<file path="config.mk">
export PLATFORM = sky130hd
export DESIGN_NAME = atrc_top
export DESIGN_NICKNAME = d
export VERILOG_FILES = /design/src/shared/atrc_pkg.sv /design/src/hw/atrc_top.sv
export SDC_FILE = /design/constraint.sdc
export NUM_CORES = 1
export LEC_CHECK = 0
export ABC_AREA = 1
export BUFFER_PORTS_ARGS = -buffer_cell sky130_fd_sc_hd__buf_2
export CAP_MARGIN = 20
export CORE_ASPECT_RATIO = 1.25
export CORE_MARGIN = 2
export CORE_UTILIZATION = 57
export DETAILED_ROUTE_END_ITERATION = 12
export MAX_ROUTING_LAYER = met4
export PLACE_DENSITY = 0.89
export SLEW_MARGIN = 40
export SYNTH_ARGS = -nofsm -noshare
export SYNTH_HDL_FRONTEND = slang
export SYNTH_SLANG_ARGS = --single-unit
</file>
<file path="constraint.sdc">
create_clock -name clk_i -period 5.3 [get_ports clk_i]
set_input_delay 0.265 -clock clk_i [delete_from_list [all_inputs] [get_ports clk_i]]
set_output_delay 0.265 -clock clk_i [all_outputs]
set_load 0.01 [all_outputs]
</file>
<file path="src/shared/atrc_pkg.sv">
// register map, timing constants and carrier types for converter trim and run control
package atrc_pkg;
   localparam int unsigned CLK_PERIOD_NS = 10;
   localparam int unsigned WB_ADR_W      = 16;
   // register indices, byte address is four times the index
   localparam logic [13:0] IDX_FILT_CFG    = 14'h0007;
   localparam logic [13:0] IDX_DLY_CFG     = 14'h0008;
   localparam logic [13:0] IDX_AUX_TRIM_LO = 14'h001d;
   localparam logic [13:0] IDX_AUX_TRIM_HI = 14'h001e;
   localparam logic [13:0] IDX_CS_TRIM_LO  = 14'h001f;
   localparam logic [13:0] IDX_CS_TRIM_HI  = 14'h0020;
   localparam logic [13:0] IDX_MAIN_CTRL   = 14'h030d;
   localparam logic [13:0] IDX_AUX_CH      = 14'h030e;
   localparam logic [13:0] IDX_AUX_RUN     = 14'h030f;
   localparam logic [13:0] IDX_STATUS      = 14'h0310;
   localparam logic [7:0]  REG_RESET       = 8'h00;
   // writable bit masks, everything else reserved
   localparam logic [7:0]  MASK_FILT = 8'h3f;
   localparam logic [7:0]  MASK_DLY  = 8'h3f;
   localparam logic [7:0]  MASK_MAIN = 8'h7b;
   localparam logic [7:0]  MASK_ACH  = 8'h3f;
   localparam logic [7:0]  MASK_ARUN = 8'h7b;
   // field positions
   localparam int unsigned MAIN_GO_BIT   = 2;
   localparam int unsigned AUX_GO_BIT    = 2;
   localparam int unsigned ALIGN_BIT     = 5;
   localparam int unsigned SHUNT_CUT_LSB = 3;
   // start delay
   localparam int unsigned DLY_STEP_US   = 5;
   localparam int unsigned DLY_STEP_CYC  = (DLY_STEP_US * 1000) / CLK_PERIOD_NS;
   localparam logic [5:0]  DLY_MAX_CODE  = 6'h28;
   // current converter measurement times
   localparam int unsigned CS_T0_US  = 768;
   localparam int unsigned CS_T1_US  = 1536;
   localparam int unsigned CS_T2_US  = 3072;
   localparam int unsigned CS_T3_US  = 12288;
   localparam int unsigned CS_T0_CYC = (CS_T0_US * 1000) / CLK_PERIOD_NS;
   localparam int unsigned CS_T1_CYC = (CS_T1_US * 1000) / CLK_PERIOD_NS;
   localparam int unsigned CS_T2_CYC = (CS_T2_US * 1000) / CLK_PERIOD_NS;
   localparam int unsigned CS_T3_CYC = (CS_T3_US * 1000) / CLK_PERIOD_NS;
   // pass counts and select codes
   localparam logic [3:0]  MAIN_PASSES  = 4'h8;
   localparam logic [3:0]  AUX_PASSES_1 = 4'h1;
   localparam logic [3:0]  AUX_PASSES_8 = 4'h8;
   localparam logic [4:0]  CELL_ALL     = 5'h00;
   localparam logic [4:0]  CELL_NOSHUNT = 5'h01;
   localparam logic [4:0]  CELL_FIRST   = 5'h02;
   localparam logic [4:0]  CELL_LAST    = 5'h11;
   localparam logic [3:0]  GPIO_ALL     = 4'h0;
   localparam logic [3:0]  GPIO_LAST    = 4'h8;
   localparam logic [2:0]  CUT_ALIAS    = 3'h7;
   localparam logic [2:0]  CUT_ALIAS_TO = 3'h5;

   typedef enum logic [1:0] {
      MODE_STOP = 2'b00, MODE_SINGLE = 2'b01, MODE_CONT = 2'b10, MODE_ALT = 2'b11
   } atrc_mode_t;
   typedef enum logic [1:0] {
      SEQ_IDLE = 2'b00, SEQ_DELAY = 2'b01, SEQ_RUN = 2'b10
   } atrc_seq_t;

   typedef struct packed {
      logic [8:0]  aux_gain;
      logic [6:0]  aux_offset;
      logic [10:0] cs_gain;
      logic [4:0]  cs_offset;
   } atrc_trim_t;

   typedef struct packed {
      logic       run;
      logic       conv_start;
      logic       cs_sample;
      atrc_mode_t mode;
      logic [1:0] cs_time;
      logic       cell_filt_en;
      logic       shunt_filt_en;
      logic [2:0] cell_cut;
      logic [2:0] shunt_cut;
   } atrc_main_t;

   typedef struct packed {
      logic       run;
      logic       start;
      atrc_mode_t mode;
      logic [4:0] cell_sel;
      logic       align;
      logic       cell_slot_en;
      logic       shunt_connect;
      logic [3:0] gpio_sel;
      logic       gpio_slot_en;
   } atrc_aux_t;
endpackage : atrc_pkg

</file>
<file path="src/hw/atrc_top.sv">
// aux and current trim registers, start/run control and wishbone slave for the three converters
`timescale 1ns/1ps
module atrc_top #(
   parameter int unsigned DLY_STEP_CYC = atrc_pkg::DLY_STEP_CYC,
   parameter int unsigned CS_T0_CYC    = atrc_pkg::CS_T0_CYC,
   parameter int unsigned CS_T1_CYC    = atrc_pkg::CS_T1_CYC,
   parameter int unsigned CS_T2_CYC    = atrc_pkg::CS_T2_CYC,
   parameter int unsigned CS_T3_CYC    = atrc_pkg::CS_T3_CYC
) (
   input  wire logic                 clk_i,
   input  wire logic                 rst_i,
   input  wire logic                 wb_cyc_i,
   input  wire logic                 wb_stb_i,
   input  wire logic                 wb_we_i,
   input  wire logic [15:0]          wb_adr_i,
   input  wire logic [3:0]           wb_sel_i,
   input  wire logic [31:0]          wb_dat_i,
   output logic      [31:0]          wb_dat_o,
   output logic                      wb_ack_o,
   input  wire atrc_pkg::atrc_trim_t otp_trim_i,
   input  wire logic                 main_pass_done_i,
   input  wire logic                 aux_pass_done_i,
   input  wire logic [4:0]           active_cell_count_i,
   input  wire logic [7:0]           gpio_adc_cfg_i,
   output atrc_pkg::atrc_trim_t      trim_o,
   output atrc_pkg::atrc_main_t      main_o,
   output atrc_pkg::atrc_aux_t       aux_o
);

   // ===========================================================
   // state
   typedef struct packed {
      logic                 ack;
      logic [31:0]          dat;
      logic                 load_pend;
      atrc_pkg::atrc_trim_t trim;
      logic [7:0]           filt;
      logic [7:0]           dly;
      logic [7:0]           mctl;
      logic [7:0]           ach;
      logic [7:0]           arun;
      atrc_pkg::atrc_seq_t  mseq;
      logic [15:0]          dly_cnt;
      logic [3:0]           mpass;
      logic [20:0]          cs_cnt;
      atrc_pkg::atrc_main_t main;
      logic [3:0]           apass;
      atrc_pkg::atrc_aux_t  aux;
   } atrc_state_t;

   atrc_state_t st_q;
   atrc_state_t st_d;

   // ===========================================================
   // helpers
   // code 7 is an alias, so the filter only ever sees seven settings
   function automatic logic [2:0] atrc_eff_cut(input logic [2:0] code);
      atrc_eff_cut = (code == atrc_pkg::CUT_ALIAS) ? atrc_pkg::CUT_ALIAS_TO : code;
   endfunction : atrc_eff_cut

   // undefined codes fall back to no delay
   function automatic logic [15:0] atrc_dly_cyc(input logic [5:0] code);
      if (code > atrc_pkg::DLY_MAX_CODE) begin
         atrc_dly_cyc = 16'h0000;
      end else begin
         atrc_dly_cyc = 16'(32'(code) * DLY_STEP_CYC);
      end
   endfunction : atrc_dly_cyc

   // reload value of the measurement timer, one less than the period
   function automatic logic [20:0] atrc_cs_reload(input logic [1:0] sel);
      case (sel)
         2'b00:   atrc_cs_reload = 21'(CS_T0_CYC - 1);
         2'b01:   atrc_cs_reload = 21'(CS_T1_CYC - 1);
         2'b10:   atrc_cs_reload = 21'(CS_T2_CYC - 1);
         default: atrc_cs_reload = 21'(CS_T3_CYC - 1);
      endcase
   endfunction : atrc_cs_reload

   // ===========================================================
   // bus decode
   logic        req;
   logic        wr;
   logic [13:0] idx;
   logic [7:0]  wbyte;
   logic        wr_main_go;
   logic        wr_aux_go;

   assign req        = wb_cyc_i & wb_stb_i;
   // writes land on the edge where ack is seen high, as the master expects
   assign wr         = req & wb_we_i & st_q.ack & wb_sel_i[0];
   assign idx        = wb_adr_i[15:2];
   assign wbyte      = wb_dat_i[7:0];
   assign wr_main_go = wr & (idx == atrc_pkg::IDX_MAIN_CTRL) & wbyte[atrc_pkg::MAIN_GO_BIT];
   assign wr_aux_go  = wr & (idx == atrc_pkg::IDX_AUX_RUN) & wbyte[atrc_pkg::AUX_GO_BIT];

   // ===========================================================
   // next state
   always_comb begin
      st_d                 = st_q;
      st_d.main.conv_start = 1'b0;
      st_d.main.cs_sample  = 1'b0;
      st_d.aux.start       = 1'b0;
      st_d.ack             = req & ~st_q.ack;
      st_d.dat             = 32'h0000_0000;

      // readback; go bits are never stored so they read 0
      if (req & ~wb_we_i & ~st_q.ack) begin
         if (idx == atrc_pkg::IDX_FILT_CFG) begin
            st_d.dat[7:0] = st_q.filt;
         end else if (idx == atrc_pkg::IDX_DLY_CFG) begin
            st_d.dat[7:0] = st_q.dly;
         end else if (idx == atrc_pkg::IDX_AUX_TRIM_LO) begin
            st_d.dat[7:0] = st_q.trim.aux_gain[7:0];
         end else if (idx == atrc_pkg::IDX_AUX_TRIM_HI) begin
            st_d.dat[7:0] = {st_q.trim.aux_gain[8], st_q.trim.aux_offset};
         end else if (idx == atrc_pkg::IDX_CS_TRIM_LO) begin
            st_d.dat[7:0] = st_q.trim.cs_gain[7:0];
         end else if (idx == atrc_pkg::IDX_CS_TRIM_HI) begin
            st_d.dat[7:0] = {st_q.trim.cs_gain[10:8], st_q.trim.cs_offset};
         end else if (idx == atrc_pkg::IDX_MAIN_CTRL) begin
            st_d.dat[7:0] = st_q.mctl;
         end else if (idx == atrc_pkg::IDX_AUX_CH) begin
            st_d.dat[7:0] = st_q.ach;
         end else if (idx == atrc_pkg::IDX_AUX_RUN) begin
            st_d.dat[7:0] = st_q.arun;
         end else if (idx == atrc_pkg::IDX_STATUS) begin
            st_d.dat[2:0] = {st_q.aux.run, st_q.mseq == atrc_pkg::SEQ_DELAY, st_q.main.run};
         end
      end

      // one-shot copy of the fused trim right after reset
      if (st_q.load_pend) begin
         st_d.trim      = otp_trim_i;
         st_d.load_pend = 1'b0;
      end

      // register writes, reserved bits masked off
      if (wr) begin
         if (idx == atrc_pkg::IDX_FILT_CFG) begin
            st_d.filt = wbyte & atrc_pkg::MASK_FILT;
         end else if (idx == atrc_pkg::IDX_DLY_CFG) begin
            st_d.dly = wbyte & atrc_pkg::MASK_DLY;
         end else if (idx == atrc_pkg::IDX_AUX_TRIM_LO) begin
            st_d.trim.aux_gain[7:0] = wbyte;
         end else if (idx == atrc_pkg::IDX_AUX_TRIM_HI) begin
            st_d.trim.aux_gain[8] = wbyte[7];
            st_d.trim.aux_offset  = wbyte[6:0];
         end else if (idx == atrc_pkg::IDX_CS_TRIM_LO) begin
            st_d.trim.cs_gain[7:0] = wbyte;
         end else if (idx == atrc_pkg::IDX_CS_TRIM_HI) begin
            st_d.trim.cs_gain[10:8] = wbyte[7:5];
            st_d.trim.cs_offset     = wbyte[4:0];
         end else if (idx == atrc_pkg::IDX_MAIN_CTRL) begin
            st_d.mctl = wbyte & atrc_pkg::MASK_MAIN;
         end else if (idx == atrc_pkg::IDX_AUX_CH) begin
            st_d.ach = wbyte & atrc_pkg::MASK_ACH;
         end else if (idx == atrc_pkg::IDX_AUX_RUN) begin
            st_d.arun = wbyte & atrc_pkg::MASK_ARUN;
         end
      end

      // main and current sequencer, one control for both converters
      case (st_q.mseq)
         atrc_pkg::SEQ_IDLE: begin
            st_d.main.run = 1'b0;
         end
         atrc_pkg::SEQ_DELAY: begin
            if (st_q.dly_cnt == 16'h0000) begin
               st_d.mseq            = atrc_pkg::SEQ_RUN;
               st_d.main.conv_start = 1'b1;
               st_d.cs_cnt          = atrc_sel_reload();
            end else begin
               st_d.dly_cnt = st_q.dly_cnt - 16'h0001;
            end
         end
         atrc_pkg::SEQ_RUN: begin
            // current converter paced by its measurement time
            if (st_q.cs_cnt == 21'h000000) begin
               st_d.main.cs_sample = 1'b1;
               st_d.cs_cnt         = atrc_sel_reload();
            end else begin
               st_d.cs_cnt = st_q.cs_cnt - 21'h000001;
            end
            if (main_pass_done_i && st_q.main.mode == atrc_pkg::MODE_SINGLE) begin
               if (st_q.mpass == atrc_pkg::MAIN_PASSES - 4'h1) begin
                  st_d.mseq     = atrc_pkg::SEQ_IDLE;
                  st_d.main.run = 1'b0;
               end else begin
                  st_d.mpass = st_q.mpass + 4'h1;
               end
            end
         end
         default: begin
            st_d.mseq     = atrc_pkg::SEQ_IDLE;
            st_d.main.run = 1'b0;
         end
      endcase

      // a start write latches the settings; a stop mode halts both converters
      if (wr_main_go) begin
         st_d.main.mode          = atrc_pkg::atrc_mode_t'(wbyte[1:0]);
         st_d.main.cs_time       = wbyte[6:5];
         st_d.main.shunt_filt_en = wbyte[4];
         st_d.main.cell_filt_en  = wbyte[3];
         st_d.main.cell_cut      = atrc_eff_cut(st_q.filt[2:0]);
         st_d.main.shunt_cut     = atrc_eff_cut(st_q.filt[5:3]);
         st_d.mpass              = 4'h0;
         if (wbyte[1:0] == atrc_pkg::MODE_SINGLE || wbyte[1:0] == atrc_pkg::MODE_CONT) begin
            st_d.main.run = 1'b1;
            if (atrc_dly_cyc(st_q.dly[5:0]) == 16'h0000) begin
               st_d.mseq            = atrc_pkg::SEQ_RUN;
               st_d.main.conv_start = 1'b1;
               st_d.cs_cnt          = atrc_cs_reload(wbyte[6:5]);
            end else begin
               st_d.mseq    = atrc_pkg::SEQ_DELAY;
               st_d.dly_cnt = atrc_dly_cyc(st_q.dly[5:0]) - 16'h0001;
            end
         end else begin
            st_d.mseq            = atrc_pkg::SEQ_IDLE;
            st_d.main.run        = 1'b0;
            st_d.main.conv_start = 1'b0;
         end
      end

      // aux pass counting; continuous mode never ends by itself
      if (st_q.aux.run && aux_pass_done_i) begin
         if ((st_q.aux.mode == atrc_pkg::MODE_SINGLE
              && st_q.apass == atrc_pkg::AUX_PASSES_1 - 4'h1)
             || (st_q.aux.mode == atrc_pkg::MODE_ALT
              && st_q.apass == atrc_pkg::AUX_PASSES_8 - 4'h1)) begin
            st_d.aux.run = 1'b0;
         end else begin
            st_d.apass = st_q.apass + 4'h1;
         end
      end

      // aux start latches channel selection and mode
      if (wr_aux_go) begin
         st_d.aux.mode     = atrc_pkg::atrc_mode_t'(wbyte[1:0]);
         st_d.aux.gpio_sel = wbyte[6:3];
         st_d.aux.cell_sel = st_q.ach[4:0];
         st_d.aux.align    = st_q.ach[atrc_pkg::ALIGN_BIT];
         st_d.apass        = 4'h0;
         st_d.aux.run      = (wbyte[1:0] != atrc_pkg::MODE_STOP);
         st_d.aux.start    = (wbyte[1:0] != atrc_pkg::MODE_STOP);
      end

      // slot enables follow the live cell count and pin configuration
      if (st_q.aux.cell_sel == atrc_pkg::CELL_ALL
          || st_q.aux.cell_sel == atrc_pkg::CELL_NOSHUNT) begin
         st_d.aux.cell_slot_en = (active_cell_count_i != 5'h00);
      end else if (st_q.aux.cell_sel <= atrc_pkg::CELL_LAST) begin
         st_d.aux.cell_slot_en = (st_q.aux.cell_sel - 5'h01) <= active_cell_count_i;
      end else begin
         st_d.aux.cell_slot_en = 1'b0;
      end
      st_d.aux.shunt_connect = (st_q.aux.cell_sel != atrc_pkg::CELL_NOSHUNT);
      if (st_q.aux.gpio_sel == atrc_pkg::GPIO_ALL) begin
         st_d.aux.gpio_slot_en = |gpio_adc_cfg_i;
      end else if (st_q.aux.gpio_sel <= atrc_pkg::GPIO_LAST) begin
         st_d.aux.gpio_slot_en = gpio_adc_cfg_i[3'(st_q.aux.gpio_sel - 4'h1)];
      end else begin
         st_d.aux.gpio_slot_en = 1'b0;
      end
   end

   // reload value for the currently latched time select
   function automatic logic [20:0] atrc_sel_reload();
      atrc_sel_reload = atrc_cs_reload(st_q.main.cs_time);
   endfunction : atrc_sel_reload

   // ===========================================================
   // state register
   always_ff @(posedge clk_i) begin
      if (rst_i) begin
         st_q           <= '0;
         st_q.load_pend <= 1'b1;
         st_q.mseq      <= atrc_pkg::SEQ_IDLE;
      end else begin
         st_q <= st_d;
      end
   end

   assign wb_ack_o = st_q.ack;
   assign wb_dat_o = st_q.dat;
   assign trim_o   = st_q.trim;
   assign main_o   = st_q.main;
   assign aux_o    = st_q.aux;
endmodule : atrc_top

</file>
Word level (Yosys, flattened, before mapping). Cells that the tools add are included.

Register bits after elaboration: 175. Latch bits: 0. RAM bits: 0. ROM bits: 0. Input bits: 104. Output and inout bits: 97. Logic and storage cells: 228. Memories kept: 0.

Add/sub/neg operators: 7. Multiply operators: 1. Divide/modulo/power cells: 0. $lt $le $gt $ge: 5. Equality and inequality tests: 32. Shift-type cells: 0. Multiplexer cells: 85. Bitwise operators: 26. Reduce and logical (&&, ||, !) cells: 36.

Operators by type and width (count): $mux 16 (10); $mux 23 (6); $pmux 21 s3 (2); $mux 32 (3); $mux 21 (4); $mux 72 (1); $mux 8 (8); $eq 14x10->1 const B (4); $mux 45 (1); $eq 14x5->1 const B (3); $mux 7 (6); $pmux 21 s2 (1); $logic_not 16->1 (2); $sub 16x1->16 const B (2); $mux 30 (1); $logic_not 21->1 (1); $sub 21x1->21 const B (1); $mux 3 (6); $mux 6 (3); $mux 4 (4); $mux 1 (15); $mux 15 (1); $not 1->1 (15); $eq 14x3->1 const B (1); 43 further kinds (91).

Depth between registers and ports, before layout.
Word-level depth: 15. Gate-level depth with buffers: 23. Depth with buffers taken out: 22.

Worst setup path after synthesis. No wires, ideal clock.

Path kind: flip-flop to flip-flop. From: register st_q[105] (netlist bit). To: register st_q[47] (netlist bit). Setup time: 0.114 ns. Arrival: 3.718 ns. Required time: 5.186 ns. Slack: 1.468 ns. Stages on the path, launching flop included: 20. Buffers on the path: 2. Period minus slack after synthesis: 3.832 ns. Cell sequence: dfxtp_1 > inv_1 > fa_1 > inv_1 > fa_1 > fa_1 > ha_1 > buf_2 > nand3_1 > nand2_1 > or2_1 > nand3_2 > nand2_2 > nor2_8 > nand4_1 > buf_4 > nand2_2 > inv_2 > nand2_1 > nand2_1.

Longest elaborated chain between the ends: 8. Elaborated cells on any way between the ends: 9. Those cells by class: mul: 1; order compare: 1; mux: 6; reduce/logical: 1.

RTL lines: from (decl) (RTL line atrc_top.sv:51) `atrc_state_t st_q;`; from (signal assigned) (RTL line atrc_top.sv:281) `st_q <= st_d;`; $mul 6x7->13 / $gt 6x6->1 (equally long branches) (RTL line atrc_top.sv:66, atrc_top.sv:63); $mux 15 * (RTL line atrc_top.sv:63) `if (code > atrc_pkg::DLY_MAX_CODE) begin`; $mux 16 * (RTL line atrc_top.sv:209) `if (wbyte[1:0] == atrc_pkg::MODE_SINGLE || wbyte[1:0] == atrc_pkg::MODE_CONT) begin`; $mux 16 * (RTL line atrc_top.sv:201) `if (wr_main_go) begin`; $logic_not 16->1 * (RTL line atrc_top.sv:211) `if (atrc_dly_cyc(st_q.dly[5:0]) == 16'h0000) begin`; $mux 21 * (RTL line atrc_top.sv:211); $mux 21 * (RTL line atrc_top.sv:209); $mux 45 * (RTL line atrc_top.sv:201).

Every way passes the cells marked *; elsewhere a longest branch is shown, timed or not. The select of a mux whose other input is x is not followed. A chain may end at the register's enable or synchronous reset.

Final worst setup path.
From: register st_q[105] (netlist bit). To: register st_q[49] (netlist bit).

The elaborated chain is that of the path after synthesis.

==> flow_metrics.tcl <==
set metrics [dict create \
    status "finished clean" \
    highest_layer "met4" \
    rsz0062_at_grt "no" \
    drc 0 \
    multi_input_area_um2 6048 \
    cts_tree "yes" \
    htreeDepth 4 \
    final.setup.tns_ps 0 \
    yosys.area_share.adder_pct 7.585 \
    max-cap-violations 0 \
    fp.coreArea_um2 18570 \
    first_iter_violations 799 \
    cts_sinks 151 \
    n_antenna_cell 0 \
    clock_latency_ps 450 \
    crit_type "reg2reg" \
    chipWidth_um 126.5 \
    layout_min_cycle_time_ps 4362 \
    worstPathRequired_ps 5630 \
    powerDensity_nw_per_um2 224.8 \
    r2r_slack_ps 940 \
    synth_simple_gate_area_share_pct 26.21 \
    dieArea_um2 19870 \
    core.rowCount 56 \
    synthXorXnorAreaFrac_pct 2.704 \
    finalCritPeriodShare_pct 82.31 \
    drt-total-wl_um 29190 \
    cts_root_buf "clkbuf_16" \
    hold_viol 0 \
    syn_to_final_growth_pct 7.667 \
    crit_path_end_kind "flip-flop" \
    yosys_warnings 0 \
    grt_usage_pct 29.98 \
    cts-buffers-inserted 17 \
    nFillCells 1647 \
    synth_top_family_by_area "simple AND/OR/NAND/NOR gates" \
    postCtsSetupRepairBufs 0 \
    postCtsResizedCells 0 \
    fin_nets 1756 \
    start_kind "flip-flop" \
    boundaryPins 201 \
    clock_path_buffers 2 \
    slew_viol_final 0 \
    routedWlPerCell_um 15.87 \
    ys_ff_latch 151 \
    grt_pass1_wl_um 46890 \
    ant_nets 0 \
    finalWeightedCongestion 0.9496 \
    vias_per_cell 5.683 \
    critPathArrivalTime_ps 4700 \
    wl_met3_um 2198 \
    drive_gt1_share_pct 16.23 \
    ys_seq_area_share_pct 28.28 \
    fmax_ghz 0.2292 \
    grt_max_degree 47 \
    tightest_slew_ps 746.5 \
    wl_met1_um 11080 \
    grt_overflow_total 0 \
    wl_met2_um 14480 \
    skew_ps 12.05 \
    holdWs_ps 101.8 \
    p_leak_nw 5.644 \
    avgSynthCellArea_um2 6.914 \
    relSlewSlack_pct 49.96 \
    ir_drop_mv 0.2427 \
    via_count 10457 \
    syn_area_um2 10690 \
    seqCellArea_um2 3023 \
    grt_pass1_vias 9809 \
    first_pass_iters 7 \
    final_common_cell "nand2_1" \
    clkTransAtPathRegs_ps 70 \
    hpwlAfterDp_um 22070 \
    grt_antenna_before_repair 0 \
    syn_inst 1546 \
    setup_viol 0 \
    crit_fanout 20 \
    hold_class "in2reg" \
    final_cell_mix "nand2_1 (268), inv_1 (183), dfxtp_1 (151), buf_2 (147), nor2_1 (137)" \
    floorplan.initialDensity_pct 57.57 \
    synth_cell_type_count 56 \
    cts_hold_buf 0 \
    synth_compound_area_share_pct 17.21 \
    async_reset_ff_share_pct 0 \
    ys.flop_type "dfxtp_1" \
    synth_edf_count 0 \
    synthMuxAreaShare_pct 1.990 \
    fp.dieH_um 157.1 \
    port_buffers 147 \
]
final timing paths:
check	startpoint	end	depth (start not counted)
worst min register to register	st_q[99]$_SDFFE_PP0P_	st_q[99]$_SDFFE_PP0P_	2
worst max-delay path	st_q[105]$_SDFFE_PP0P_	st_q[49]$_SDFF_PP0_	18
worst min-delay path	wb_stb_i	wb_ack_o$_SDFF_PP0_	3
worst max register to register	st_q[105]$_SDFFE_PP0P_	st_q[49]$_SDFF_PP0_	18
through the flow:
stage | cells | area, um^2 | total power, mW | setup WS, ps | util [%]
final | 1840 | 11510 | 2.587 | 937.7 | 61.98
after global routing | 1840 | 11510 | 2.660 | 634.2 | 61.98
after CTS | 1840 | 11510 | 2.589 | 922.2 | 61.97
after detailed placement | 1808 | 10890 | 1.355 | 925.3 | 58.63
after global placement | 1808 | 10880 | 1.350 | 1049 | 58.62
after floorplan | 1569 | 10780 | 1.311 | 1468 | -
worst max-delay path, stage by stage, from the launching register on:
cell	delay, ps
dfxtp_1	470
inv_1	170
fa_1	560
inv_1	110
fa_1	580
fa_1	420
ha_1	440
nand3_1	130
nand3_1	110
nand2_1	60
nand3_1	180
nand3_2	140
nor2_4	220
nand4_1	140
buf_4	240
nand2_2	100
inv_2	70
nand2_1	60
nand2_1	40
flip-flops by register name (all words and copies together) (netlist names):
signal / count
main_o: 15
wb_ack_o: 1
wb_dat_o: 8
st_q: 78
aux_o: 17
trim_o: 32
per-layer routing:
metal  vias to the layer above  GRT usage (%)
met1                      4777          32.22
met4                         0          16.38
met3                       100          5.642
met5                         -              -
li1                       5108              -
met2                       472          52.13
power breakdown:
group / internal (mW) / total (mW) / switching [mW] / leakage, nW
Combinational: 0.0623 / 0.171 / 0.109 / 4.12
Sequential: 1.15 / 1.16 / 0.0122 / 1.22
Clock: 0.646 / 1.25 / 0.608 / 0.300
Total: 1.86 / 2.59 / 0.729 / 5.64
cells by family (layout without fill, tap and decap cells):
kind of cell	after synthesis	in the layout
other	1	24
buffers and inverters	346	385
flip-flops	151	151
multiplexers	19	19
AND/OR/NAND/NOR	607	607
adder cells (fa/ha/maj)	57	57
AO/OA/AOI/OAI	332	332
XOR/XNOR	33	33
cells in the mapped netlist, types with 3 or more instances:
cell	number	area share (%)
nor3b_1	3	0.21
xor2_1	25	2.0
inv_1	184	6.5
a211oi_1	8	0.56
buf_4	103	7.2
dfxtp_1	151	28
a31oi_1	8	0.47
nor4_1	6	0.35
inv_2	13	0.46
mux2_2	18	1.9
nand4_1	27	1.6
fa_1	13	2.4
nor2_2	7	0.41
clkinv_1	4	0.14
buf_2	7	0.33
o221ai_1	5	0.41
nor3_1	16	0.75
o22ai_1	15	0.88
nor2_1	137	4.8
a221oi_1	3	0.25
clkbuf_1	31	1.1
nand3_2	6	0.56
nand2_4	3	0.32
o21bai_1	3	0.21
nand3_1	99	4.6
nand3b_1	7	0.49
o31ai_1	4	0.28
nand2_2	8	0.47
o2111ai_1	3	0.25
ha_1	44	5.2
a21oi_1	130	6.1
nor2_4	8	0.84
o211ai_1	15	1.1
xnor2_1	8	0.66
o21ai_0	129	6.0
nand2_1	268	9.4
layout make-up:
cell class                 count  share of cell area [%]
timing repair buffer         152                   6.719
sequential                   151                   26.27
multi-input combinational   1072                   52.56
inverter                     201                   6.556
clock buffer                  17                   3.696
tap                          232                   2.522
clock inverter                15                   1.685
Note: power is estimated with default switching activity, not from simulation.
